<file path="src/hw/cs_consts.svh">
// Constants of the control shadow monitor
`ifndef CS_CONSTS_SVH
`define CS_CONSTS_SVH
// ==========================================
// Function population
`define CS_FUNCS 10
`define CS_NUM_PF 4'h2
`define CS_VF_PER_PF 4'h4
`define CS_FIRST_FUNC 4'h0
`define CS_LAST_FUNC 4'h9
`define CS_FUNC_W 4
`define CS_PF_W 1
`define CS_VF_W 11
`define CS_CFG_W 7
// ==========================================
// Register port
`define CS_ADDR_W 8
`define CS_DATA_W 32
`define CS_SEL_LSB 2
`define CS_SEL_MSB 3
`define CS_FN_LSB 4
`define CS_FN_MSB 7
`define CS_REG_CMD 2'h0
`define CS_REG_MSIX 2'h1
`define CS_REG_TPH 2'h2
`define CS_REG_ATS 2'h3
`define CS_RD_IDLE 32'h0000_0000
// ==========================================
// Shadow positions and their source bits
`define CS_CFG_BME 0
`define CS_CFG_MSIX_MASK 1
`define CS_CFG_MSIX_EN 2
`define CS_CFG_TPH_LO 3
`define CS_CFG_TPH_HI 4
`define CS_CFG_TPH_EN 5
`define CS_CFG_ATS_EN 6
`define CS_SRC_BME 2
`define CS_SRC_MSIX_MASK 14
`define CS_SRC_MSIX_EN 15
`define CS_SRC_TPH_LO 0
`define CS_SRC_TPH_HI 1
`define CS_SRC_TPH_EN 8
`define CS_SRC_ATS_EN 15
// ==========================================
// Reset values
`define CS_CFG_RESET 7'h00
`define CS_VF_NONE 11'h000
`define CS_PF_NONE 1'h0
`endif

</file>
<file path="src/hw/cs_pkg.sv">
// Types of the control shadow monitor
`include "cs_consts.svh"
package cs_pkg;
	typedef logic [`CS_CFG_W-1:0] cs_cfg_t;
	typedef logic [`CS_FUNC_W-1:0] cs_func_t;
	typedef logic [`CS_DATA_W-1:0] cs_word_t;
	// Scan state, Gray along idle to scan
	typedef enum logic {
		CS_IDLE = 1'b0,
		CS_SCAN = 1'b1
	} cs_state_t;
endpackage

</file>
<file path="src/hw/cs_shadow_if.sv">
// Interface between the monitor core and its helpers
`timescale 1ns/1ps
`include "cs_consts.svh"
interface cs_shadow_if;
	logic [1:0] reg_sel;
	cs_pkg::cs_word_t wdata;
	cs_pkg::cs_cfg_t old_cfg;
	cs_pkg::cs_cfg_t new_cfg;
	cs_pkg::cs_word_t rd_data;
	cs_pkg::cs_func_t fn;
	logic [`CS_PF_W-1:0] pf_id;
	logic is_vf;
	logic [`CS_VF_W-1:0] vf_off;
	modport merge (input reg_sel, wdata, old_cfg, output new_cfg, rd_data);
	modport ident (input fn, output pf_id, is_vf, vf_off);
	modport core (output reg_sel, wdata, old_cfg, fn, input new_cfg, rd_data, pf_id, is_vf, vf_off);
endinterface

</file>
<file path="src/hw/cs_field_merge.sv">
// Maps control register words onto the shadow bits and back
`timescale 1ns/1ps
`include "cs_consts.svh"
module cs_field_merge (
	cs_shadow_if.merge m
);
	// ==========================================
	// Field merge and read-back
	always_comb begin
		m.new_cfg = m.old_cfg;
		m.rd_data = `CS_RD_IDLE;
		unique case (m.reg_sel)
			`CS_REG_CMD: begin
				m.new_cfg[`CS_CFG_BME] = m.wdata[`CS_SRC_BME];
				m.rd_data[`CS_SRC_BME] = m.old_cfg[`CS_CFG_BME];
			end
			`CS_REG_MSIX: begin
				m.new_cfg[`CS_CFG_MSIX_MASK] = m.wdata[`CS_SRC_MSIX_MASK];
				m.new_cfg[`CS_CFG_MSIX_EN] = m.wdata[`CS_SRC_MSIX_EN];
				m.rd_data[`CS_SRC_MSIX_MASK] = m.old_cfg[`CS_CFG_MSIX_MASK];
				m.rd_data[`CS_SRC_MSIX_EN] = m.old_cfg[`CS_CFG_MSIX_EN];
			end
			`CS_REG_TPH: begin
				m.new_cfg[`CS_CFG_TPH_HI:`CS_CFG_TPH_LO] = m.wdata[`CS_SRC_TPH_HI:`CS_SRC_TPH_LO];
				m.new_cfg[`CS_CFG_TPH_EN] = m.wdata[`CS_SRC_TPH_EN];
				m.rd_data[`CS_SRC_TPH_HI:`CS_SRC_TPH_LO] = m.old_cfg[`CS_CFG_TPH_HI:`CS_CFG_TPH_LO];
				m.rd_data[`CS_SRC_TPH_EN] = m.old_cfg[`CS_CFG_TPH_EN];
			end
			`CS_REG_ATS: begin
				m.new_cfg[`CS_CFG_ATS_EN] = m.wdata[`CS_SRC_ATS_EN];
				m.rd_data[`CS_SRC_ATS_EN] = m.old_cfg[`CS_CFG_ATS_EN];
			end
		endcase
	end
endmodule

</file>
<file path="src/hw/cs_func_id.sv">
// Turns a flat function index into owner PF and VF offset
`timescale 1ns/1ps
`include "cs_consts.svh"
module cs_func_id (
	cs_shadow_if.ident m
);
	logic [`CS_FUNC_W-1:0] vidx;
	logic [`CS_FUNC_W-1:0] vpf;
	logic [`CS_FUNC_W-1:0] voff;

	// ==========================================
	// VF position within the flat index
	assign vidx = m.fn - `CS_NUM_PF;
	assign vpf = vidx / `CS_VF_PER_PF;
	assign voff = vidx % `CS_VF_PER_PF;

	// PFs come first, then each PF's VFs in turn
	always_comb begin
		if (m.fn < `CS_NUM_PF) begin
			m.pf_id = m.fn[`CS_PF_W-1:0];
			m.is_vf = 1'b0;
			m.vf_off = `CS_VF_NONE;
		end else begin
			m.pf_id = vpf[`CS_PF_W-1:0];
			m.is_vf = 1'b1;
			m.vf_off = {{(`CS_VF_W-`CS_FUNC_W){1'b0}}, voff};
		end
	end
endmodule

</file>
<file path="src/hw/cs_shadow_monitor.sv">
// Control shadow monitor: reports function control fields to user logic
//
// The implementer's own choices: the register addresses and the strobed register port.
`timescale 1ns/1ps
`include "cs_consts.svh"

module cs_shadow_monitor (
	// Clock and reset
	input wire logic clk_in,
	input wire logic reset_in,
	// Configuration register port
	input wire logic [`CS_ADDR_W-1:0] addr_in,
	input wire logic [`CS_DATA_W-1:0] wdata_in,
	input wire logic wr_in,
	input wire logic rd_in,
	output logic [`CS_DATA_W-1:0] rdata_out,
	// Scan request
	input wire logic scan_req_all_in,
	// Shadow report
	output logic shadow_update_out,
	output logic [`CS_CFG_W-1:0] shadow_cfg_out,
	output logic [`CS_PF_W-1:0] shadow_phys_func_id_out,
	output logic shadow_is_virtual_func_out,
	output logic [`CS_VF_W-1:0] shadow_virt_func_offset_out
);
	// ==========================================
	// Declarations
	cs_shadow_if sh ();
	cs_pkg::cs_cfg_t mem [`CS_FUNCS];
	cs_pkg::cs_cfg_t next_mem [`CS_FUNCS];
	cs_pkg::cs_state_t state;
	cs_pkg::cs_state_t next_state;
	cs_pkg::cs_func_t ptr;
	cs_pkg::cs_func_t next_ptr;
	cs_pkg::cs_func_t acc_fn;
	cs_pkg::cs_func_t show_fn;
	cs_pkg::cs_cfg_t show_cfg;
	logic show;
	logic scan_end;
	logic acc_hit;
	logic changed;
	logic next_update;
	cs_pkg::cs_cfg_t next_cfg;
	logic [`CS_PF_W-1:0] next_pf;
	logic next_is_vf;
	logic [`CS_VF_W-1:0] next_vf_off;
	cs_pkg::cs_word_t next_rdata;

	// ==========================================
	// Helpers
	cs_field_merge u_merge (
		.m(sh.merge)
	);

	cs_func_id u_ident (
		.m(sh.ident)
	);

	// Address decode shared by read and write
	assign acc_fn = addr_in[`CS_FN_MSB:`CS_FN_LSB];
	assign acc_hit = acc_fn < `CS_NUM_PF + `CS_VF_PER_PF * `CS_NUM_PF;
	assign sh.reg_sel = addr_in[`CS_SEL_MSB:`CS_SEL_LSB];
	assign sh.wdata = wdata_in;
	assign sh.old_cfg = acc_hit ? mem[acc_fn] : `CS_CFG_RESET;
	assign sh.fn = show_fn;

	// A write counts only when it really alters a field
	assign changed = wr_in && acc_hit && (sh.new_cfg != sh.old_cfg);

	// ==========================================
	// Next state of store, scan and report
	always_comb begin
		next_mem = mem;
		next_state = state;
		next_ptr = ptr;
		show = 1'b0;
		scan_end = 1'b0;
		show_fn = ptr;
		show_cfg = mem[ptr];
		// Store every accepted write
		if (wr_in && acc_hit) begin
			next_mem[acc_fn] = sh.new_cfg;
		end
		if (changed) begin
			// Written function goes out ahead of the scan
			show = 1'b1;
			show_fn = acc_fn;
			show_cfg = sh.new_cfg;
			if (state == cs_pkg::CS_SCAN) begin
				// Writing the last function also closes the scan
				if (acc_fn == `CS_LAST_FUNC) begin
					scan_end = 1'b1;
				end else begin
					// Resume after the written one, even behind the pointer
					next_ptr = acc_fn + 4'h1;
				end
			end
		end else if (state == cs_pkg::CS_SCAN) begin
			// One function per cycle, each with its own strobe
			show = 1'b1;
			if (ptr == `CS_LAST_FUNC) begin
				scan_end = 1'b1;
			end else begin
				next_ptr = ptr + 4'h1;
			end
		end else if (scan_req_all_in) begin
			next_state = cs_pkg::CS_SCAN;
			next_ptr = `CS_FIRST_FUNC;
		end
		// During a scan the request is looked at only when the scan finishes
		if (scan_end) begin
			next_ptr = `CS_FIRST_FUNC;
			next_state = scan_req_all_in ? cs_pkg::CS_SCAN : cs_pkg::CS_IDLE;
		end
	end

	// Report outputs, zero outside strobe cycles
	always_comb begin
		next_update = show;
		next_cfg = show ? show_cfg : `CS_CFG_RESET;
		next_pf = show ? sh.pf_id : `CS_PF_NONE;
		next_is_vf = show & sh.is_vf;
		next_vf_off = show ? sh.vf_off : `CS_VF_NONE;
	end

	// Read data one cycle after the strobe; refused functions read zero
	always_comb begin
		next_rdata = (rd_in && acc_hit) ? sh.rd_data : `CS_RD_IDLE;
	end

	// ==========================================
	// Registers
	// Store and scan state
	always_ff @(posedge clk_in) begin
		if (reset_in) begin
			mem <= '{default: `CS_CFG_RESET};
			state <= cs_pkg::CS_IDLE;
			ptr <= `CS_FIRST_FUNC;
		end else begin
			mem <= next_mem;
			state <= next_state;
			ptr <= next_ptr;
		end
	end

	// Report outputs, each straight from its flop
	always_ff @(posedge clk_in) begin
		if (reset_in) begin
			shadow_update_out <= 1'b0;
			shadow_cfg_out <= `CS_CFG_RESET;
			shadow_phys_func_id_out <= `CS_PF_NONE;
			shadow_is_virtual_func_out <= 1'b0;
			shadow_virt_func_offset_out <= `CS_VF_NONE;
		end else begin
			shadow_update_out <= next_update;
			shadow_cfg_out <= next_cfg;
			shadow_phys_func_id_out <= next_pf;
			shadow_is_virtual_func_out <= next_is_vf;
			shadow_virt_func_offset_out <= next_vf_off;
		end
	end

	// Read data register
	always_ff @(posedge clk_in) begin
		if (reset_in) begin
			rdata_out <= `CS_RD_IDLE;
		end else begin
			rdata_out <= next_rdata;
		end
	end

	// ==========================================
	// Assertions
	write_report_a: assert property (
		@(posedge clk_in) disable iff (reset_in)
		changed |=> shadow_update_out && shadow_cfg_out == $past(sh.new_cfg))
		else $error("changed write not reported next cycle");

	vf_ident_a: assert property (
		@(posedge clk_in) disable iff (reset_in)
		changed && acc_fn >= `CS_NUM_PF |=> shadow_is_virtual_func_out &&
			shadow_virt_func_offset_out == {7'h00, $past((acc_fn - `CS_NUM_PF) % `CS_VF_PER_PF)})
		else $error("virtual function identity wrong on update");

	bme_map_a: assert property (
		@(posedge clk_in) disable iff (reset_in)
		changed && sh.reg_sel == `CS_REG_CMD |=>
			shadow_cfg_out[`CS_CFG_BME] == $past(wdata_in[`CS_SRC_BME]))
		else $error("bus master enable not on shadow bit 0");

	msix_map_a: assert property (
		@(posedge clk_in) disable iff (reset_in)
		changed && sh.reg_sel == `CS_REG_MSIX |=>
			shadow_cfg_out[`CS_CFG_MSIX_EN:`CS_CFG_MSIX_MASK] ==
			$past(wdata_in[`CS_SRC_MSIX_EN:`CS_SRC_MSIX_MASK]))
		else $error("MSI-X bits misplaced");

	tph_map_a: assert property (
		@(posedge clk_in) disable iff (reset_in)
		changed && sh.reg_sel == `CS_REG_TPH |=>
			shadow_cfg_out[`CS_CFG_TPH_HI:`CS_CFG_TPH_LO] == $past(wdata_in[`CS_SRC_TPH_HI:`CS_SRC_TPH_LO]) &&
			shadow_cfg_out[`CS_CFG_TPH_EN] == $past(wdata_in[`CS_SRC_TPH_EN]))
		else $error("TPH bits misplaced");

	ats_map_a: assert property (
		@(posedge clk_in) disable iff (reset_in)
		changed && sh.reg_sel == `CS_REG_ATS |=>
			shadow_cfg_out[`CS_CFG_ATS_EN] == $past(wdata_in[`CS_SRC_ATS_EN]))
		else $error("ATS enable misplaced");

	pf_ident_a: assert property (
		@(posedge clk_in) disable iff (reset_in)
		changed && acc_fn < `CS_NUM_PF |=> !shadow_is_virtual_func_out &&
			shadow_phys_func_id_out == $past(acc_fn[`CS_PF_W-1:0]))
		else $error("physical function identity wrong");

	vf_range_a: assert property (
		@(posedge clk_in) disable iff (reset_in)
		shadow_is_virtual_func_out |-> shadow_update_out &&
			shadow_virt_func_offset_out < {7'h00, `CS_VF_PER_PF})
		else $error("VF offset out of range or flag without strobe");

	quiet_cfg_a: assert property (
		@(posedge clk_in) disable iff (reset_in)
		!shadow_update_out |-> shadow_cfg_out == `CS_CFG_RESET)
		else $error("shadow values driven outside strobe");

	scan_walk_a: assert property (
		@(posedge clk_in) disable iff (reset_in)
		state == cs_pkg::CS_SCAN && !changed && ptr != `CS_LAST_FUNC |=>
			shadow_update_out ##0 ptr == $past(ptr) + 4'h1)
		else $error("scan did not present and advance");

	scan_resume_a: assert property (
		@(posedge clk_in) disable iff (reset_in)
		state == cs_pkg::CS_SCAN && changed && acc_fn != `CS_LAST_FUNC |=>
			state == cs_pkg::CS_SCAN && ptr == $past(acc_fn) + 4'h1)
		else $error("scan did not resume after written function");

	scan_restart_a: assert property (
		@(posedge clk_in) disable iff (reset_in)
		scan_end |=> state == (($past(scan_req_all_in)) ? cs_pkg::CS_SCAN : cs_pkg::CS_IDLE) &&
			ptr == `CS_FIRST_FUNC)
		else $error("scan end did not follow the request");

	// Identities, store, quiet periods and scan
	vf_owner_a: assert property (
		@(posedge clk_in) disable iff (reset_in)
		changed && acc_fn >= `CS_NUM_PF |=>
			{3'h0, shadow_phys_func_id_out} == $past((acc_fn - `CS_NUM_PF) / `CS_VF_PER_PF))
		else $error("owning physical function wrong on update");

	pf_offset_a: assert property (
		@(posedge clk_in) disable iff (reset_in)
		changed && acc_fn < `CS_NUM_PF |=> shadow_virt_func_offset_out == `CS_VF_NONE)
		else $error("VF offset driven for a physical function");

	write_store_a: assert property (
		@(posedge clk_in) disable iff (reset_in)
		wr_in && acc_hit |=> mem[$past(acc_fn)] == $past(sh.new_cfg))
		else $error("accepted write not stored");

	idle_quiet_a: assert property (
		@(posedge clk_in) disable iff (reset_in)
		state == cs_pkg::CS_IDLE && !changed |=> !shadow_update_out)
		else $error("strobe without change or scan");

	quiet_ids_a: assert property (
		@(posedge clk_in) disable iff (reset_in)
		!shadow_update_out |-> !shadow_is_virtual_func_out &&
			shadow_phys_func_id_out == `CS_PF_NONE && shadow_virt_func_offset_out == `CS_VF_NONE)
		else $error("identities driven outside strobe");

	scan_start_a: assert property (
		@(posedge clk_in) disable iff (reset_in)
		state == cs_pkg::CS_IDLE && !changed && scan_req_all_in |=>
			state == cs_pkg::CS_SCAN && ptr == `CS_FIRST_FUNC)
		else $error("scan request did not start a scan");

	scan_cfg_a: assert property (
		@(posedge clk_in) disable iff (reset_in)
		state == cs_pkg::CS_SCAN && !changed |=> shadow_update_out && shadow_cfg_out == $past(mem[ptr]))
		else $error("scanned settings wrong");

	scan_pf_a: assert property (
		@(posedge clk_in) disable iff (reset_in)
		state == cs_pkg::CS_SCAN && !changed && ptr < `CS_NUM_PF |=>
			!shadow_is_virtual_func_out && {3'h0, shadow_phys_func_id_out} == $past(ptr))
		else $error("scanned physical function identity wrong");

	scan_vf_a: assert property (
		@(posedge clk_in) disable iff (reset_in)
		state == cs_pkg::CS_SCAN && !changed && ptr >= `CS_NUM_PF |=> shadow_is_virtual_func_out &&
			shadow_virt_func_offset_out == {7'h00, $past((ptr - `CS_NUM_PF) % `CS_VF_PER_PF)})
		else $error("scanned virtual function identity wrong");

	scan_hold_a: assert property (
		@(posedge clk_in) disable iff (reset_in)
		state == cs_pkg::CS_SCAN && !scan_end |=> state == cs_pkg::CS_SCAN)
		else $error("scan left before its end");

	scan_last_a: assert property (
		@(posedge clk_in) disable iff (reset_in)
		state == cs_pkg::CS_SCAN && !changed && ptr == `CS_LAST_FUNC |=>
			shadow_update_out && ptr == `CS_FIRST_FUNC)
		else $error("last function not shown or pointer not rewound");
endmodule

</file>
<file path="config.mk">
export PLATFORM = sky130hd
export DESIGN_NAME = cs_shadow_monitor
export DESIGN_NICKNAME = d
export VERILOG_FILES = /design/src/hw/cs_pkg.sv /design/src/hw/cs_shadow_if.sv /design/src/hw/cs_field_merge.sv /design/src/hw/cs_func_id.sv /design/src/hw/cs_shadow_monitor.sv
export VERILOG_INCLUDE_DIRS = /design/src /design/src/hw
export SDC_FILE = /design/constraint.sdc
export NUM_CORES = 1
export LEC_CHECK = 0
export BUFFER_PORTS_ARGS = -buffer_cell sky130_fd_sc_hd__buf_4
export CORE_MARGIN = 2
export CORE_UTILIZATION = 55
export CTS_CLUSTER_DIAMETER = 50
export DETAILED_ROUTE_END_ITERATION = 7
export PLACE_DENSITY = 0.8
export SLEW_MARGIN = 40
export SYNTH_ARGS = -nofsm -noshare
export SYNTH_HDL_FRONTEND = slang
export SYNTH_SLANG_ARGS = --single-unit
</file>
<file path="constraint.sdc">
create_clock -name clk_in -period 3.5 [get_ports clk_in]
set_input_delay 0.7 -clock clk_in [delete_from_list [all_inputs] [get_ports clk_in]]
set_output_delay 0.7 -clock clk_in [all_outputs]
set_load 0.03 [all_outputs]
</file>
==> results.md <==
Status:
- The run finished with clean final reports.

Setup path:
- Tracing the worst setup path back leads to its startpoint at addr_in[5].
- At the worst endpoint, the required time is 3.74 ns.
- The arrival time reported for the critical path endpoint is 3.53 ns.
- The peak fanout along the critical path is 14.
- Walking the worst path, the cells encountered are buf_4 > buf_4 > mux2i_1 > o221ai_1 > a2111oi_0 > a211oi_1 > o211ai_1 > nand3_1 > o21ai_1 > buf_4 > a211oi_1.
- Counting stages on the worst path, the most repeated cell is sky130_fd_sc_hd__buf_4.
- The critical path is of the primary input to register type.
- STA classifies the critical path endpoint as a register.
- The longest individual stage delay on the worst path is 0.61 ns.
- For this design, the slowest cell found on the critical path is sky130_fd_sc_hd__o21ai_1.
- In this run the critical register-to-register path is launched from mem[45]$_SDFFE_PP0P_.
- The worst setup path is launched from a primary input.

Synthesis:
- Yosys printed 0 warnings.
- In this run, synthesis produced a sequential element count of 93.
- In this run, distinct cell masters in the synthesized netlist total 64.
- After synthesis, the mean cell area works out to 8.96 sq um.
- The cell area that synthesis handed to floorplanning was 5390 sq um.
- Of all flip-flops after synthesis, the portion carrying an async set or reset was 0%.
- In the synthesized netlist the dominant register cell turns out to be sky130_fd_sc_hd__dfxtp_1.
- Yosys mapped a number of flops with a built-in enable equal to 0.
- The gate count of the mapped netlist is 602.
- The proportion of synthesized chip area in sequential cells is 34.5%.

Clocking:
- In this run the clock root is driven by a sky130_fd_sc_hd__clkbuf_8.
- The total number of clock tree sinks is 93.
- After clock tree synthesis, the setup repair step added 0 buffers.
- The TritonCTS clock tree is built.
- The maximum count of clock buffers along a single path is 2.
- The level count of the clock H-tree is 3.
- The later pin in the worst-skew pair is clocked with a latency of 0.39 ns.
- The register clock-pin slew on the reported worst setup and hold paths is 0.10 ns.
- TritonCTS created 9 clock buffers.
- Gates resized during post-CTS repair numbered 0.
- Hold repair after CTS inserted 0 buffers.

Routing:
- For this block, the initial DRC count from the detailed router was 420.
- The number of nets with antenna violations after routing is 0.
- The ratio of routed vias to standard cells is 6.11.
- The number of vias in the routed layout is 4,628.
- The aggregate routed wire length is 13,800 microns.
- The remaining routing DRC violations is 0.
- After detailed routing, the average wire length per cell comes to 18.2 microns.
- The first detailed-routing pass ran for 5 iterations.

STA:
- The worst path in the final design needs a cycle of 3.30 ns, including I/O delays and setup.
- The period utilization is 94.2%.
- The count of pins over their slew limit is 0.
- The worst setup skew after layout is 0.0188 ns.
- The normalized max-slew margin is 45.8%.
- The count of endpoints failing hold in the final timing report is 0.
- The worst setup slack after layout is 0.205 ns.
- Based on the critical path, the design can be clocked at up to 303 MHz.
- The number of setup violations in the final report is 0.
- Setup repair after global routing left no endpoint under its margin.
- At the pin with the least slew margin, the transition time is 0.804 ns.

Floorplanning:
- The core box area is 9640 sq um.
- The chip width is 103 microns.
- The die is 103 microns tall.
- The total number of placement rows is 36.
- During I/O placement, the number of pins put on the boundary was 98.
- The die covers 10,600 sq um.
- The initial utilization of the core area, before any placement, comes to 56.0%.

Place:
- OpenSTA, run right after detailed placement, puts the worst setup slack at -0.103 ns.
- The congestion estimate from routability-driven global placement came to 0.911.
- During placement, the flow inserted port buffers numbering 34.
- Counting tap cells, the placed design contains a total of 742 instances.
- The HPWL after detailed placement is 9790 microns.

Global routing:
- The via count of the first global-routing pass is 4,232.
- The number of antenna violations at the first check in global routing is 0.
- The overall routing resource usage is 26.6%.
- Entering global routing, the biggest net connects 75 pins.
- The aggregate global routing overflow is 0.
- The wire length of the first global-routing pass is 21,600 microns.

Worst hold path:
- The worst min-delay path category is register to register.
- The worst hold path begins at mem[69]$_SDFFE_PP0P_.

Finish:
- The leading cell type in the layout, fill and taps excluded is sky130_fd_sc_hd__nor2_1.
- 0 antenna diodes ended up in the layout.
- Leaving out fill and tap cells, the most frequent cells in the layout are sky130_fd_sc_hd__nor2_1 (107), sky130_fd_sc_hd__dfxtp_1 (92), sky130_fd_sc_hd__a211oi_1 (60).
- The post-route non-filler standard cell count is 758.
- The fraction of layout instances using a drive strength above 1 is 19.2%.
- After the last flow step, the layout net total stands at 671.
- The share of the core filled with cells in the final layout is 61.0%.
- The area growth from synthesis to layout is 8.93%.

Pwr:
- IR analysis of the VDD net gives a maximum drop of 0.189 mV.
- The completed layout was analyzed and its total power is 2.34 mW.
- The power per standard cell area is 398 nW/um^2.
- In this run the static leakage power is 2.24 nW.

Flow run:
- The number of max-cap violations is 0.
## cells in the mapped netlist (4+ instances only)
cell	instances	area, sq um
sky130_fd_sc_hd__clkbuf_1	37	139
sky130_fd_sc_hd__o21ai_0	10	50.1
sky130_fd_sc_hd__mux2_2	16	180
sky130_fd_sc_hd__and3_1	15	93.8
sky130_fd_sc_hd__a21oi_1	20	100
sky130_fd_sc_hd__nor3_1	8	40.0
sky130_fd_sc_hd__nand3_1	7	35.0
sky130_fd_sc_hd__mux2i_1	28	280
sky130_fd_sc_hd__inv_1	13	48.8
sky130_fd_sc_hd__o211ai_1	5	37.5
sky130_fd_sc_hd__nor2_1	107	402
sky130_fd_sc_hd__nand2_1	24	90.1
sky130_fd_sc_hd__buf_2	6	30.0
sky130_fd_sc_hd__nor2b_1	4	25.0
sky130_fd_sc_hd__buf_4	37	278
sky130_fd_sc_hd__nand2b_1	5	31.3
sky130_fd_sc_hd__a211oi_1	60	450
sky130_fd_sc_hd__a22o_1	5	43.8
sky130_fd_sc_hd__and2_1	4	25.0
sky130_fd_sc_hd__a22oi_1	5	37.5
sky130_fd_sc_hd__a221oi_1	5	43.8
sky130_fd_sc_hd__mux4_2	19	428
sky130_fd_sc_hd__ha_1	6	75.1
sky130_fd_sc_hd__dfxtp_1	93	1860
## power by group
group          total (mW)  switching [mW]  leakage [nW]  internal, mW
clock network       0.837           0.424         0.108         0.412
logic               0.398           0.262          1.38         0.136
registers            1.10          0.0230         0.753          1.08
total                2.34           0.709          2.24          1.63
## path summary, 6_finish.rpt
path / endpoint / slack [ns] / cells past startpoint
worst max register to register: shadow_cfg_out[3]$_SDFF_PP0_ / 0.55 / 9
worst max-delay path: shadow_cfg_out[3]$_SDFF_PP0_ / 0.20 / 11
worst min-delay path: mem[69]$_SDFFE_PP0P_ / 0.52 / 2
worst min register to register: mem[69]$_SDFFE_PP0P_ / 0.52 / 2
## cells by family (layout without fill, tap and decap cells)
| family | after synthesis | in the layout | synth area share, % |
|---|---|---|---|
| AND/OR/NAND/NOR | 184 | 184 | 15.3 |
| AO/OA/AOI/OAI | 148 | 148 | 20.3 |
| buffers and inverters | 98 | 87 | 9.81 |
| flip-flops | 93 | 93 | 34.5 |
| multiplexers | 67 | 67 | 17.7 |
| adder cells (fa/ha/maj) | 6 | 6 | 1.39 |
| XOR/XNOR | 5 | 5 | 0.812 |
| other | 1 | 35 | 0.0695 |
## final cells by class
type	instances	area (sq um)
tap	133	166
multi-input combinational	445	3140
sequential	93	1860
inverter	14	52.6
clock buffer	9	124
timing repair buffer	57	428
fill	827	3760
clock inverter	7	104
## critical path, delay by kind of cell
kind / cells / cell delay (ns)
simple gates: 1 / 0.14
compound gates: 6 / 1.72
buf+inv: 3 / 0.69
mux: 1 / 0.27
## per-stage QoR
| stage | TNS, ns | hold WS (ns) | instance area [sq um] |
|---|---|---|---|
| 2_1_floorplan | 0 | 0.463 | 5520 |
| 3_3_place_gp | -0.0523 | 0.485 | 5640 |
| 3_5_place_dp | -0.249 | 0.503 | 5640 |
| 4_1_cts | 0 | 0.518 | 5870 |
| 5_1_grt | 0 | 0.535 | 5880 |
| 6_report | 0 | 0.518 | 5880 |
## routing by layer
layer	GRT usage, %	up-vias	part of all wire [%]
li1	-	2163	-
met1	36.3	2157	41
met2	41.5	274	47
met3	3.73	34	9.4
met4	12.8	0	2.7
met5	0	-	0
## flip-flops by register name (all words and copies together), names as in the netlist
signal and cells:
mem 70, ptr 4, rdata_out 6, shadow_cfg_out 7
shadow_is_virtual_func_out 1, shadow_phys_func_id_out 1, shadow_update_out 1, shadow_virt_func_offset_out 2
state 1
(Power assumes the default switching activity.)
